**config.mk**
```make
export PLATFORM = sky130hd
export DESIGN_NAME = dma_global_control
export DESIGN_NICKNAME = d
export VERILOG_FILES = /design/src/inc/dma_gc_pkg.sv /design/src/inc/dma_engine_if.sv /design/src/core/dma_item_engine.sv /design/src/core/dma_global_control.sv
export VERILOG_INCLUDE_DIRS = /design/src /design/src/inc
export SDC_FILE = /design/constraint.sdc
export NUM_CORES = 2
export LEC_CHECK = 0
export ABC_AREA = 1
export BUFFER_PORTS_ARGS = -buffer_cell sky130_fd_sc_hd__buf_2
export CORE_UTILIZATION = 36
export CTS_CLUSTER_DIAMETER = 200
export DETAILED_ROUTE_END_ITERATION = 7
export HOLD_SLACK_MARGIN = 0.08
export PLACE_DENSITY = 0.63
export RECOVER_POWER = 50
export SKIP_CTS_REPAIR_TIMING = 1
export SYNTH_ARGS = -nofsm -noshare
export SYNTH_HDL_FRONTEND = slang
export SYNTH_HIERARCHICAL = 1
export SYNTH_SLANG_ARGS = --single-unit
```
**constraint.sdc**
```tcl
create_clock -name clk_sys_in -period 9.6 [get_ports clk_sys_in]
set_input_delay 1.92 -clock clk_sys_in [delete_from_list [all_inputs] [get_ports clk_sys_in]]
set_output_delay 1.92 -clock clk_sys_in [all_outputs]
set_load 0.01 [all_outputs]
```
**src/inc/dma_gc_cfg.svh**
```systemverilog
// Purpose: register map, field positions, reset values and sizes of the dma global control block
// Assumes: apb byte addresses, one 32-bit word per register
// Notes: the package holds the types, this header the numbers
// Function
// with global enable clear no channel moves data until software sets it again
// software sets the global enable before programming channels or starting transfers
// error status reads non-zero while a bus error is pending, else zero
// a write to error clear removes the pending error; handler clears after inspecting
// channel interrupt status is 32 bits, one per channel, several may be set
// writing a mask clears status of channels with mask bit one, others kept
// own interrupt carries software channel completion and errors only
// software aligns the control table to 1024 bytes; full table is 1024 bytes
// run-to-completion channel keeps moving after its first request until count exhausted
// software channel is enabled first, then an explicit software request starts it; here req_sync on its bit also starts it
// channel attributes reset cleared; software channel needs none for memory copies
// at transfer end mode becomes stopped and the channel enable clears itself
// size field counts remaining items and reads zero once complete
// error flag and channel status bits stay set until software clears them
`ifndef DMA_GC_CFG_SVH
`define DMA_GC_CFG_SVH

`define DMA_OFS_CTRL 12'h000
`define DMA_OFS_STATUS 12'h004
`define DMA_OFS_TABLE_BASE 12'h008
`define DMA_OFS_SW_REQ 12'h00C
`define DMA_OFS_EN_SET 12'h010
`define DMA_OFS_EN_CLR 12'h014
`define DMA_OFS_ATTR_SET 12'h018
`define DMA_OFS_ATTR_CLR 12'h01C
`define DMA_OFS_CH_SEL 12'h020
`define DMA_OFS_CH_CTRL 12'h024
`define DMA_OFS_CH_INT_STATUS 12'h028
`define DMA_OFS_ERR_STATUS 12'h02C
`define DMA_OFS_ERR_CLR 12'h030
`define DMA_OFS_IRQ_STATUS 12'h034
`define DMA_OFS_IRQ_MASK 12'h038

`define DMA_CTRL_EN_BIT 0
`define DMA_STATUS_BUSY_BIT 1
`define DMA_TABLE_ALIGN_BITS 10
`define DMA_CH_CTRL_MODE_LSB 0
`define DMA_CH_CTRL_MODE_MSB 1
`define DMA_CH_CTRL_SIZE_LSB 8
`define DMA_CH_CTRL_SIZE_MSB 18
`define DMA_IRQ_SW_DONE_BIT 0
`define DMA_IRQ_ERR_BIT 1
`define DMA_IRQ_BITS 2
`define DMA_RST_CTRL 1'b0
`define DMA_RST_IRQ_MASK 2'h0
`define DMA_SW_CHANNEL 30
`define DMA_NUM_CH 32
`define DMA_SIZE_W 11

`endif

```
**src/inc/dma_gc_pkg.sv**
```systemverilog
// Purpose: shared types of the dma global control block
// Assumes: included after dma_gc_cfg.svh
// Notes: mode codes are the values software writes to the channel control field
`include "dma_gc_cfg.svh"

package dma_gc_pkg;
  typedef enum logic [1:0] {
    stopped_mode = 2'h0,
    basic_mode = 2'h1,
    run_to_completion_mode = 2'h2
  } xfer_mode_e;

  typedef logic [`DMA_SIZE_W-1:0] item_count_t;
  typedef logic [4:0] chan_idx_t;
endpackage

```
**src/inc/dma_engine_if.sv**
```systemverilog
// Purpose: link between the control logic and the item engine
// Assumes: one clock domain
// Notes: go and done are one-cycle pulses
`timescale 1ns/1ps
`default_nettype none
interface dma_engine_if;
  logic go;
  dma_gc_pkg::chan_idx_t chan;
  dma_gc_pkg::item_count_t count;
  logic auto_run;
  logic run_en;
  logic busy;
  logic done;
  logic err;
  dma_gc_pkg::chan_idx_t done_chan;
  dma_gc_pkg::item_count_t remaining;

  modport ctl (output go, chan, count, auto_run, run_en,
               input busy, done, err, done_chan, remaining);
  modport eng (input go, chan, count, auto_run, run_en,
               output busy, done, err, done_chan, remaining);
endinterface
`default_nettype wire

```
**src/core/dma_item_engine.sv**
```systemverilog
// Purpose: moves items of one granted channel over the item port
// Assumes: item port is on clk_sys_in, ready and error are sampled together
// Notes: basic mode moves one item per grant, run-to-completion drains the count
`timescale 1ns/1ps
`default_nettype none
module dma_item_engine (
  input wire logic clk_sys_in,
  input wire logic rst_in,
  dma_engine_if.eng eng,
  output logic item_valid_out,
  output dma_gc_pkg::chan_idx_t item_channel_out,
  input wire logic item_ready_in,
  input wire logic item_err_in
);
  typedef enum logic {eng_idle, eng_move} eng_state_e;
  eng_state_e state;
  logic auto_q;
  dma_gc_pkg::item_count_t left;
  dma_gc_pkg::item_count_t left_dec;
  logic beat;

  assign left_dec = left - dma_gc_pkg::item_count_t'(1);
  // a cleared global enable drops item_valid_out at once, even for an item still waiting for ready
  assign item_valid_out = (state == eng_move) && eng.run_en;
  assign beat = item_valid_out && item_ready_in;
  assign eng.busy = (state == eng_move);
  assign eng.done_chan = item_channel_out;

  always_ff @(posedge clk_sys_in) begin
    if (rst_in) begin
      state <= eng_idle;
    end else begin
      unique case (state)
        eng_idle: if (eng.go) state <= eng_move;
        eng_move: if (beat && (item_err_in || left_dec == '0 || !auto_q)) state <= eng_idle;
      endcase
    end
  end

  always_ff @(posedge clk_sys_in) begin
    if (rst_in) begin
      left <= '0;
      auto_q <= 1'b0;
      item_channel_out <= '0;
    end else if (state == eng_idle && eng.go) begin
      left <= eng.count;
      auto_q <= eng.auto_run;
      item_channel_out <= eng.chan;
    end else if (beat && !item_err_in) begin
      left <= left_dec;
    end
  end

  always_ff @(posedge clk_sys_in) begin
    if (rst_in) begin
      eng.done <= 1'b0;
      eng.err <= 1'b0;
      eng.remaining <= '0;
    end else begin
      eng.done <= beat && (item_err_in || left_dec == '0 || !auto_q);
      eng.err <= beat && item_err_in;
      eng.remaining <= item_err_in ? left : left_dec;
    end
  end
endmodule // dma_item_engine
`default_nettype wire

```
**src/core/dma_global_control.sv**
```systemverilog
// Purpose: apb register file, channel table, arbitration and interrupts of the dma controller
// Assumes: apb master on clk_sys_in, peripheral requests arrive asynchronously
// Notes: zero wait state slave, read data captured in the setup cycle
//        channel state is held in flops; the table in memory is only addressed
`timescale 1ns/1ps
`default_nettype none
`include "dma_gc_cfg.svh"

module dma_global_control #(
  parameter int SW_CHANNEL = `DMA_SW_CHANNEL
) (
  input wire logic clk_sys_in,
  input wire logic rst_in,
  input wire logic psel_in,
  input wire logic penable_in,
  input wire logic pwrite_in,
  input wire logic [11:0] paddr_in,
  input wire logic [31:0] pwdata_in,
  output logic [31:0] prdata_out,
  output logic pready_out,
  output logic pslverr_out,
  input wire logic [31:0] periph_req_in,
  output logic [31:0] periph_done_out,
  output logic item_valid_out,
  output logic [4:0] item_channel_out,
  input wire logic item_ready_in,
  input wire logic item_err_in,
  output logic [31:0] table_base_out,
  output logic irq_out
);
  localparam int NCH = `DMA_NUM_CH;

  dma_engine_if eif ();

  logic [31:0] req_meta;
  logic [31:0] req_sync;
  logic global_en;
  logic [31:`DMA_TABLE_ALIGN_BITS] table_base;
  logic [31:0] chan_en;
  logic [31:0] attr;
  logic [31:0] sw_pend;
  logic [4:0] ch_sel;
  dma_gc_pkg::xfer_mode_e mode_mem [NCH];
  dma_gc_pkg::item_count_t size_mem [NCH];
  logic [31:0] ch_int_status;
  logic err_flag;
  logic [`DMA_IRQ_BITS-1:0] irq_status;
  logic [`DMA_IRQ_BITS-1:0] irq_mask;
  logic [`DMA_IRQ_BITS-1:0] irq_read_clr;
  logic wr_stb;
  logic rd_setup;
  logic err_clr_wr;
  logic [31:0] next_rdata;
  logic next_slverr;
  logic [31:0] cand;
  logic [31:0] mode_live;
  logic [31:0] prio_cand;
  logic [5:0] pick;
  logic launch;
  logic go_q;
  logic fin_ok;
  logic fin_err;
  logic fin_last;
  logic [31:0] fin_onehot;
  logic [31:0] launch_onehot;
  logic sw_done_evt;

  // lowest set bit, bit 5 flags that one was found
  function automatic logic [5:0] first_set(input logic [31:0] v);
    logic [5:0] r;
    r = 6'h00;
    for (int i = NCH - 1; i >= 0; i--) begin
      if (v[i]) begin
        r = {1'b1, 5'(i)};
      end
    end
    return r;
  endfunction

  // requests come from other clock domains
  // only req_sync feeds the arbiter; req_meta may still be settling
  always_ff @(posedge clk_sys_in) begin
    if (rst_in) begin
      req_meta <= 32'h0000_0000;
      req_sync <= 32'h0000_0000;
    end else begin
      req_meta <= periph_req_in;
      req_sync <= req_meta;
    end
  end

  // no wait states: every access phase completes at its first edge
  assign pready_out = 1'b1;
  assign wr_stb = psel_in && penable_in && pwrite_in;
  assign rd_setup = psel_in && !penable_in && !pwrite_in;
  // any write to the clear address counts, its data is ignored
  assign err_clr_wr = wr_stb && paddr_in == `DMA_OFS_ERR_CLR;

  // global control
  always_ff @(posedge clk_sys_in) begin
    if (rst_in) begin
      global_en <= `DMA_RST_CTRL;
    end else if (wr_stb && paddr_in == `DMA_OFS_CTRL) begin
      global_en <= pwdata_in[`DMA_CTRL_EN_BIT];
    end
  end

  // low bits are forced zero so the table is always 1024-byte aligned
  always_ff @(posedge clk_sys_in) begin
    if (rst_in) begin
      table_base <= '0;
    end else if (wr_stb && paddr_in == `DMA_OFS_TABLE_BASE) begin
      table_base <= pwdata_in[31:`DMA_TABLE_ALIGN_BITS];
    end
  end
  assign table_base_out = {table_base, {`DMA_TABLE_ALIGN_BITS{1'b0}}};

  // channel pointer for the per-channel control window
  always_ff @(posedge clk_sys_in) begin
    if (rst_in) begin
      ch_sel <= 5'h00;
    end else if (wr_stb && paddr_in == `DMA_OFS_CH_SEL) begin
      ch_sel <= pwdata_in[4:0];
    end
  end

  // attributes only reorder arbitration; reset leaves them all clear
  always_ff @(posedge clk_sys_in) begin
    if (rst_in) begin
      attr <= 32'h0000_0000;
    end else if (wr_stb && paddr_in == `DMA_OFS_ATTR_SET) begin
      attr <= attr | pwdata_in;
    end else if (wr_stb && paddr_in == `DMA_OFS_ATTR_CLR) begin
      attr <= attr & ~pwdata_in;
    end
  end

  // arbitration
  always_comb begin
    for (int i = 0; i < NCH; i++) begin
      // the spare mode code acts as stop, so it can never launch
      mode_live[i] = (mode_mem[i] == dma_gc_pkg::basic_mode)
                     || (mode_mem[i] == dma_gc_pkg::run_to_completion_mode);
      cand[i] = chan_en[i] && mode_live[i]
                && size_mem[i] != '0 && (sw_pend[i] || req_sync[i]);
    end
  end
  assign prio_cand = (|(cand & attr)) ? (cand & attr) : cand;
  assign pick = first_set(prio_cand);
  // go_q and done hold off the next grant until the last writeback has landed
  assign launch = global_en && !eif.busy && !go_q && !eif.done && pick[5];
  assign launch_onehot = launch ? (32'h0000_0001 << pick[4:0]) : 32'h0000_0000;

  always_ff @(posedge clk_sys_in) begin
    if (rst_in) begin
      go_q <= 1'b0;
    end else begin
      go_q <= launch;
    end
  end

  assign eif.go = launch;
  assign eif.chan = pick[4:0];
  assign eif.count = size_mem[pick[4:0]];
  assign eif.auto_run = (mode_mem[pick[4:0]] == dma_gc_pkg::run_to_completion_mode);
  assign eif.run_en = global_en;

  // a software request pends any enabled channel, and req_sync can start the software channel too; a grant consumes it
  always_ff @(posedge clk_sys_in) begin
    if (rst_in) begin
      sw_pend <= 32'h0000_0000;
    end else if (wr_stb && paddr_in == `DMA_OFS_SW_REQ) begin
      sw_pend <= (sw_pend & ~launch_onehot) | (pwdata_in & chan_en);
    end else begin
      sw_pend <= sw_pend & ~launch_onehot;
    end
  end

  // completion writeback
  assign fin_ok = eif.done && !eif.err;
  assign fin_err = eif.done && eif.err;
  assign fin_last = fin_ok && eif.remaining == '0;
  assign fin_onehot = 32'h0000_0001 << eif.done_chan;

  // hardware clear at completion wins over a software set in the same cycle
  always_ff @(posedge clk_sys_in) begin
    if (rst_in) begin
      chan_en <= 32'h0000_0000;
    end else begin
      if (wr_stb && paddr_in == `DMA_OFS_EN_SET) begin
        chan_en <= (chan_en | pwdata_in) & ~((fin_last || fin_err) ? fin_onehot : 32'h0);
      end else if (wr_stb && paddr_in == `DMA_OFS_EN_CLR) begin
        // a clear write racing a completion must not keep the finished channel on
        chan_en <= chan_en & ~pwdata_in & ~((fin_last || fin_err) ? fin_onehot : 32'h0);
      end else if (fin_last || fin_err) begin
        chan_en <= chan_en & ~fin_onehot;
      end
    end
  end

  always_ff @(posedge clk_sys_in) begin
    if (rst_in) begin
      for (int i = 0; i < NCH; i++) begin
        mode_mem[i] <= dma_gc_pkg::stopped_mode;
        size_mem[i] <= '0;
      end
    end else begin
      if (wr_stb && paddr_in == `DMA_OFS_CH_CTRL) begin
        mode_mem[ch_sel] <= dma_gc_pkg::xfer_mode_e'(
          pwdata_in[`DMA_CH_CTRL_MODE_MSB:`DMA_CH_CTRL_MODE_LSB]);
        size_mem[ch_sel] <= pwdata_in[`DMA_CH_CTRL_SIZE_MSB:`DMA_CH_CTRL_SIZE_LSB];
      end
      if (eif.done) begin
        size_mem[eif.done_chan] <= eif.remaining;
      end
      // completion comes last so it overrides a same-cycle control write
      if (fin_last || fin_err) begin
        mode_mem[eif.done_chan] <= dma_gc_pkg::stopped_mode;
      end
    end
  end

  // channel and error status
  // set wins over a write-one-to-clear in the same cycle; reads never clear
  always_ff @(posedge clk_sys_in) begin
    if (rst_in) begin
      ch_int_status <= 32'h0000_0000;
    end else if (wr_stb && paddr_in == `DMA_OFS_CH_INT_STATUS) begin
      ch_int_status <= (ch_int_status & ~pwdata_in) | (fin_last ? fin_onehot : 32'h0);
    end else if (fin_last) begin
      ch_int_status <= ch_int_status | fin_onehot;
    end
  end

  always_ff @(posedge clk_sys_in) begin
    if (rst_in) begin
      err_flag <= 1'b0;
    end else if (fin_err) begin
      err_flag <= 1'b1;
    end else if (err_clr_wr) begin
      err_flag <= 1'b0;
    end
  end

  // peripheral channels report completion through their own peripheral, never through irq_out
  always_ff @(posedge clk_sys_in) begin
    if (rst_in) begin
      periph_done_out <= 32'h0000_0000;
    end else begin
      periph_done_out <= (fin_last && eif.done_chan != 5'(SW_CHANNEL)) ? fin_onehot
                         : 32'h0000_0000;
    end
  end

  // interrupt summary
  assign sw_done_evt = fin_last && eif.done_chan == 5'(SW_CHANNEL);

  // only bits actually returned by the read are cleared, so a late event survives
  assign irq_read_clr = (psel_in && penable_in && !pwrite_in
                         && paddr_in == `DMA_OFS_IRQ_STATUS)
                        ? prdata_out[`DMA_IRQ_BITS-1:0] : '0;

  always_ff @(posedge clk_sys_in) begin
    if (rst_in) begin
      irq_status <= '0;
    end else begin
      irq_status[`DMA_IRQ_SW_DONE_BIT] <= sw_done_evt
        || (irq_status[`DMA_IRQ_SW_DONE_BIT] && !irq_read_clr[`DMA_IRQ_SW_DONE_BIT]);
      irq_status[`DMA_IRQ_ERR_BIT] <= fin_err
        || (irq_status[`DMA_IRQ_ERR_BIT] && !irq_read_clr[`DMA_IRQ_ERR_BIT]
            && !err_clr_wr);
    end
  end

  // mask resets clear: no interrupt until software opts in
  always_ff @(posedge clk_sys_in) begin
    if (rst_in) begin
      irq_mask <= `DMA_RST_IRQ_MASK;
    end else if (wr_stb && paddr_in == `DMA_OFS_IRQ_MASK) begin
      irq_mask <= pwdata_in[`DMA_IRQ_BITS-1:0];
    end
  end

  // level output, so a handler that runs late still sees the request
  assign irq_out = |(irq_status & irq_mask);

  // read path
  always_comb begin
    next_rdata = 32'h0000_0000;
    next_slverr = 1'b0;
    unique case (paddr_in)
      `DMA_OFS_CTRL: next_rdata[`DMA_CTRL_EN_BIT] = global_en;
      `DMA_OFS_STATUS: begin
        next_rdata[`DMA_CTRL_EN_BIT] = global_en;
        next_rdata[`DMA_STATUS_BUSY_BIT] = eif.busy;
      end
      `DMA_OFS_TABLE_BASE: next_rdata = table_base_out;
      `DMA_OFS_SW_REQ: next_rdata = sw_pend;
      `DMA_OFS_EN_SET, `DMA_OFS_EN_CLR: next_rdata = chan_en;
      `DMA_OFS_ATTR_SET, `DMA_OFS_ATTR_CLR: next_rdata = attr;
      `DMA_OFS_CH_SEL: next_rdata[4:0] = ch_sel;
      `DMA_OFS_CH_CTRL: begin
        next_rdata[`DMA_CH_CTRL_MODE_MSB:`DMA_CH_CTRL_MODE_LSB] = mode_mem[ch_sel];
        next_rdata[`DMA_CH_CTRL_SIZE_MSB:`DMA_CH_CTRL_SIZE_LSB] = size_mem[ch_sel];
      end
      `DMA_OFS_CH_INT_STATUS: next_rdata = ch_int_status;
      `DMA_OFS_ERR_STATUS: next_rdata[0] = err_flag;
      `DMA_OFS_ERR_CLR: next_rdata = 32'h0000_0000;
      `DMA_OFS_IRQ_STATUS: next_rdata[`DMA_IRQ_BITS-1:0] = irq_status;
      `DMA_OFS_IRQ_MASK: next_rdata[`DMA_IRQ_BITS-1:0] = irq_mask;
      default: next_slverr = 1'b1;
    endcase
  end

  // frozen at setup, so a read-clear only drops the bits software was given
  always_ff @(posedge clk_sys_in) begin
    if (rst_in) begin
      prdata_out <= 32'h0000_0000;
    end else if (rd_setup) begin
      prdata_out <= next_rdata;
    end
  end

  // unmapped addresses answer with an error in the access cycle
  always_ff @(posedge clk_sys_in) begin
    if (rst_in) begin
      pslverr_out <= 1'b0;
    end else if (psel_in && !penable_in) begin
      pslverr_out <= next_slverr;
    end
  end

  // one granted channel at a time moves through the item engine
  dma_item_engine dma_item_engine_i (
    .clk_sys_in(clk_sys_in),
    .rst_in(rst_in),
    .eng(eif.eng),
    .item_valid_out(item_valid_out),
    .item_channel_out(item_channel_out),
    .item_ready_in(item_ready_in),
    .item_err_in(item_err_in)
  );
endmodule // dma_global_control
`default_nettype wire

```
==> reports/qor.csv <==
stage,metric,value,unit
run_status,outcome,"complete, but fails checks",
run_status,failed_checks,"DRC, capacitance limit, slew limit",
synthesis,post_synth_instance_area,41500,µm²
synthesis,yosysWarnings,6,
routing,avgRoutedWirePerCell,27.1,µm
timing,fin_hold_viols,0,
layout,sequential_cell_area,18400,µm²
timing,fin_hold_ws,0.400,ns
worst_setup_path,critical_path_arrival,8.23,ns
timing,fin_crit,7.64,ns
worst_setup_path,crit_start_category,input pin,
timing,unrepaired_setup_endpoints_after_global_routing,false,
worst_setup_path,reg2reg_depth,33,
power_and_ir_drop,total_switching_power,1810,µW
clock_network,cts-htree-levels,3,
routing,pre_antenna_drt_iters,8,
power_and_ir_drop,power.leakage,0.0164,µW
power_and_ir_drop,comb_power_share,0.048,
worst_setup_path,worst-setup-path-type,input pin to flip-flop,
synthesis,top_reg_cell_synth,sky130_fd_sc_hd__dfxtp_1,
layout,layout.core_utilization,0.402,
worst_setup_path,rr_startpoint,size_mem[0][5]$_DFFE_PP_,
hold_path,min-delay-start,req_meta[21]$_SDFF_PP0_,
global_route,grt_antenna_before_repair,8,
clock_network,clk-insertion-delay-late,0.70,ns
timing,timing.final.max_slew_violations,407,
hold_path,hold_path.class,flip-flop to flip-flop,
routing,via_count,44100,
floorplan,die_area,117000,µm²
power_and_ir_drop,cellPowerDensity,158,nW/µm²
global_route,grt_start_max_net_pins,151,
timing,finalSetupViolations,0,
global_route,global_route_wire_length_before_repair,276,mm
timing,max_slew_headroom,-1.48,
routing,ant_nets,0,
floorplan,rows,124,
worst_setup_path,critical_path.most_common_cell,sky130_fd_sc_hd__clkbuf_1,
synthesis,synth.avg_cell_area,7.31,µm²
routing,viasPerCell,6.13,
layout,multi_input_comb_area,19300,µm²
worst_setup_path,crit_path_max_incr_delay,2.71,ns
clock_network,clk_slew_on_worst_s_h_paths,0.06,ns
placed_design,placement.io_buffers,176,
worst_setup_path,worst-path-buf-inv,4,
floorplan,boundaryPins,188,
power_and_ir_drop,netSwitchingFraction,0.250,
worst_setup_path,crit_chain,clkbuf_1 -> inv_6 -> clkbuf_1 -> clkbuf_1 -> o21ai_0 -> a41oi_1,
clock_network,tritoncts,yes,
power_and_ir_drop,internal-power,5430,µW
clock_network,cts_made_buffers,83,
synthesis,postSynth.asyncResetShare,0,
synthesis,synth_seq_area_share,0.443,
worst_setup_path,critical_path.reg2reg.endpoint,dma_item_engine_i/left[2]$_SDFFE_PP0P_,
power_and_ir_drop,vdd_drop_max,0.000124,V
synthesis,syn-instance-count,5687,
floorplan,fp.coreArea,114000,µm²
synthesis,netlist-cell-type-count,57,
timing,timing.final.ws_setup,1.96,ns
floorplan,die_h,342,µm
placed_design,globalplace.congestion,1.06,
power_and_ir_drop,power_frac_clock,0.477,
synthesis,synth_enable_flop_cells,352,
clock_network,tritoncts_num_sinks,743,
worst_setup_path,cp-end-kind,flip-flop,
worst_setup_path,r2r_slack,2.49,ns
layout,fillerInstances,11800,
clock_network,clk_root_buffer_cell,sky130_fd_sc_hd__clkbuf_16,
worst_setup_path,critical_path.top_delay_family,buffers and inverters,
worst_setup_path,worst_ep_required_time,10.19,ns
global_route,first_global_vias,39400,
layout,area_growth,10.7,%
timing,tightest_slew,3.73,ns
timing,min_period_over_period,0.795,
power_and_ir_drop,p_seq_frac,0.475,
layout,nets,5693,
global_route,grt.overflow.total,0,
clock_network,cts.path.max_buffers,3,
worst_setup_path,crit_path_top_delay_cell,sky130_fd_sc_hd__clkbuf_1,
timing,final.setup.tns,0,ns
synthesis,ys_seq_elements,743,
layout,share_of_final_layout_standard_cells_stronger_than_drive_strength_1,0.0604,
placed_design,place.detailed.hpwl,135,mm
global_route,global_route.usage.total,0.321,
floorplan,initial_utilization,0.363,
worst_setup_path,cp.depth,6,
routing,wl,195,mm
run,max_cap_viol_count,11,
routing,drt_first_iter_violations,7032,
worst_setup_path,critical_path.max_fanout,77,
hold_path,worstHoldEndpoint,req_sync[21]$_SDFF_PP0_,
timing,clock-skew-final,0.0516,ns
routing,detail_route.drc_violations,10,
floorplan,die_x,342,µm
placed_design,post-place-ws,3.01,ns
timing,max_freq,131,MHz
hold_path,worstHoldPathCells,2,
## power by group through the flow
stage                     Sequential [µW]  Clock [µW]  Combinational [µW]
after floorplan                      3480           0                 182
after CTS                            3440        3450                 335
final                                3440        3460                 349
after global placement               3510           0                 334
after global routing                 3440        3570                 363
after detailed placement             3510           0                 335
## cells in the final DEF, fill, tap and decap left out, types with 4 or more instances in the layout
cell type,instances
sky130_fd_sc_hd__mux2i_1,24
sky130_fd_sc_hd__clkinv_2,12
sky130_fd_sc_hd__dfxtp_1,388
sky130_fd_sc_hd__nor2_1,553
sky130_fd_sc_hd__nand2_2,4
sky130_fd_sc_hd__o311a_1,19
sky130_fd_sc_hd__clkbuf_8,11
sky130_fd_sc_hd__o21ai_1,12
sky130_fd_sc_hd__edfxtp_1,352
sky130_fd_sc_hd__nor3_1,72
sky130_fd_sc_hd__and2_0,6
sky130_fd_sc_hd__nand2_1,903
sky130_fd_sc_hd__inv_1,518
sky130_fd_sc_hd__nand3b_1,21
sky130_fd_sc_hd__buf_4,67
sky130_fd_sc_hd__a31oi_1,16
sky130_fd_sc_hd__a221oi_1,47
sky130_fd_sc_hd__conb_1,12
sky130_fd_sc_hd__a41oi_1,11
sky130_fd_sc_hd__inv_2,23
sky130_fd_sc_hd__xnor2_1,32
sky130_fd_sc_hd__o22ai_1,60
sky130_fd_sc_hd__nand4_1,44
sky130_fd_sc_hd__nand3_1,701
sky130_fd_sc_hd__o21ai_0,880
sky130_fd_sc_hd__clkinv_1,12
sky130_fd_sc_hd__a22oi_1,11
sky130_fd_sc_hd__clkbuf_1,136
sky130_fd_sc_hd__a21oi_1,378
sky130_fd_sc_hd__bufinv_16,6
sky130_fd_sc_hd__clkbuf_16,90
sky130_fd_sc_hd__clkinvlp_4,4
sky130_fd_sc_hd__nor2_2,11
sky130_fd_sc_hd__o211ai_1,55
sky130_fd_sc_hd__o221ai_1,43
sky130_fd_sc_hd__buf_2,82
sky130_fd_sc_hd__nor4_1,9
## metrics by stage
stage / area, µm² / instances / total power (µW)
after CTS: 46300 / 7189 / 7220
after global placement: 43300 / 7035 / 3840
final: 46000 / 7192 / 7250
after global routing: 46000 / 7189 / 7370
after detailed placement: 43300 / 7035 / 3840
after floorplan: 41600 / 5697 / 3660
## worst max path at each step
stage	startpoint	end	slack [ns]
4_1_cts	size_mem[5][5]$_DFFE_PP_	dma_item_engine_i/left[1]$_SDFFE_PP0P_	3.10
5_1_grt	rst_in	prdata_out[29]$_SDFFE_PP0P_	1.88
2_1_floorplan	paddr_in[9]	size_mem[22][0]$_DFFE_PP_	4.88
3_5_place_dp	paddr_in[9]	size_mem[19][2]$_DFFE_PP_	3.01
6_report	rst_in	prdata_out[21]$_SDFFE_PP0P_	1.96
3_3_place_gp	paddr_in[9]	size_mem[31][2]$_DFFE_PP_	3.07
## cells by family after synthesis
group	share of synthesized area
AND/OR/NAND/NOR	0.243
flip-flops	0.443
adder cells (fa/ha/maj)	0.000602
other	0.000181
buffers and inverters	0.0949
XOR/XNOR	0.00735
multiplexers	0.00578
AO/OA/AOI/OAI	0.205
## Yosys cell counts, types with 8 or more instances
| master | instances | area [µm²] |
|---|---|---|
| sky130_fd_sc_hd__buf_1 | 48 | 180 |
| sky130_fd_sc_hd__a221oi_1 | 47 | 412 |
| sky130_fd_sc_hd__o311a_1 | 19 | 190 |
| sky130_fd_sc_hd__xnor2_1 | 32 | 280 |
| sky130_fd_sc_hd__inv_2 | 19 | 71.3 |
| sky130_fd_sc_hd__buf_2 | 25 | 125 |
| sky130_fd_sc_hd__edfxtp_1 | 352 | 10600 |
| sky130_fd_sc_hd__a22oi_1 | 11 | 82.6 |
| sky130_fd_sc_hd__o21ai_0 | 880 | 4400 |
| sky130_fd_sc_hd__clkinv_1 | 8 | 30.0 |
| sky130_fd_sc_hd__inv_1 | 523 | 1960 |
| sky130_fd_sc_hd__a21oi_1 | 378 | 1890 |
| sky130_fd_sc_hd__nand4_1 | 44 | 275 |
| sky130_fd_sc_hd__nor3_1 | 73 | 365 |
| sky130_fd_sc_hd__nor4_1 | 9 | 56.3 |
| sky130_fd_sc_hd__o221ai_1 | 43 | 377 |
| sky130_fd_sc_hd__nand3b_1 | 21 | 158 |
| sky130_fd_sc_hd__buf_6 | 10 | 113 |
| sky130_fd_sc_hd__nand2_1 | 905 | 3400 |
| sky130_fd_sc_hd__nand3_1 | 701 | 3510 |
| sky130_fd_sc_hd__clkbuf_1 | 341 | 1280 |
| sky130_fd_sc_hd__mux2i_1 | 24 | 240 |
| sky130_fd_sc_hd__a41oi_1 | 11 | 96.3 |
| sky130_fd_sc_hd__o211ai_1 | 55 | 413 |
| sky130_fd_sc_hd__dfxtp_1 | 391 | 7830 |
| sky130_fd_sc_hd__nor2_1 | 560 | 2100 |
| sky130_fd_sc_hd__buf_4 | 19 | 143 |
| sky130_fd_sc_hd__a31oi_1 | 16 | 100 |
| sky130_fd_sc_hd__o22ai_1 | 60 | 375 |
| sky130_fd_sc_hd__o21ai_1 | 12 | 60.1 |
## tightest hold or removal path, delay by kind of cell, from the launching register on
| kind | cells | cell delay, ns |
|---|---|---|
| simple gates | 1 | 0.03 |
| buf+inv | 1 | 0.04 |
| flops | 1 | 0.29 |
## metal layers
metal	wire length [µm]	track usage
met1	74800	0.430
met2	80600	0.467
met3	26700	0.0868
met4	12700	0.178
met5	48	0
## state kept, by name, summed over array words and instances, names as in the netlist, 2 cells and up, named ones only
| register | flops |
|---|---|
| dma_item_engine_i/eng.done_chan | 5 |
| irq_status | 2 |
| req_sync | 32 |
| mode_mem | 64 |
| irq_mask | 2 |
| chan_en | 32 |
| ch_sel | 5 |
| dma_item_engine_i/eng.remaining | 11 |
| prdata_out | 32 |
| sw_pend | 32 |
| dma_item_engine_i/left | 11 |
| req_meta | 32 |
| ch_int_status | 32 |
| size_mem | 352 |
| periph_done_out | 32 |
| table_base | 22 |
## layout make-up
| class | instances | area share |
|---|---|---|
| inverters | 551 | 0.0451 |
| clock inverters | 35 | 0.00995 |
| repair buffers | 271 | 0.0305 |
| well taps | 1512 | 0.0411 |
| clock buffers | 119 | 0.0539 |
| multi-input cells | 3958 | 0.419 |
| diodes | 3 | 0.000163 |
| flip-flops and latches | 743 | 0.400 |
Power figures use the tool's default switching activity.
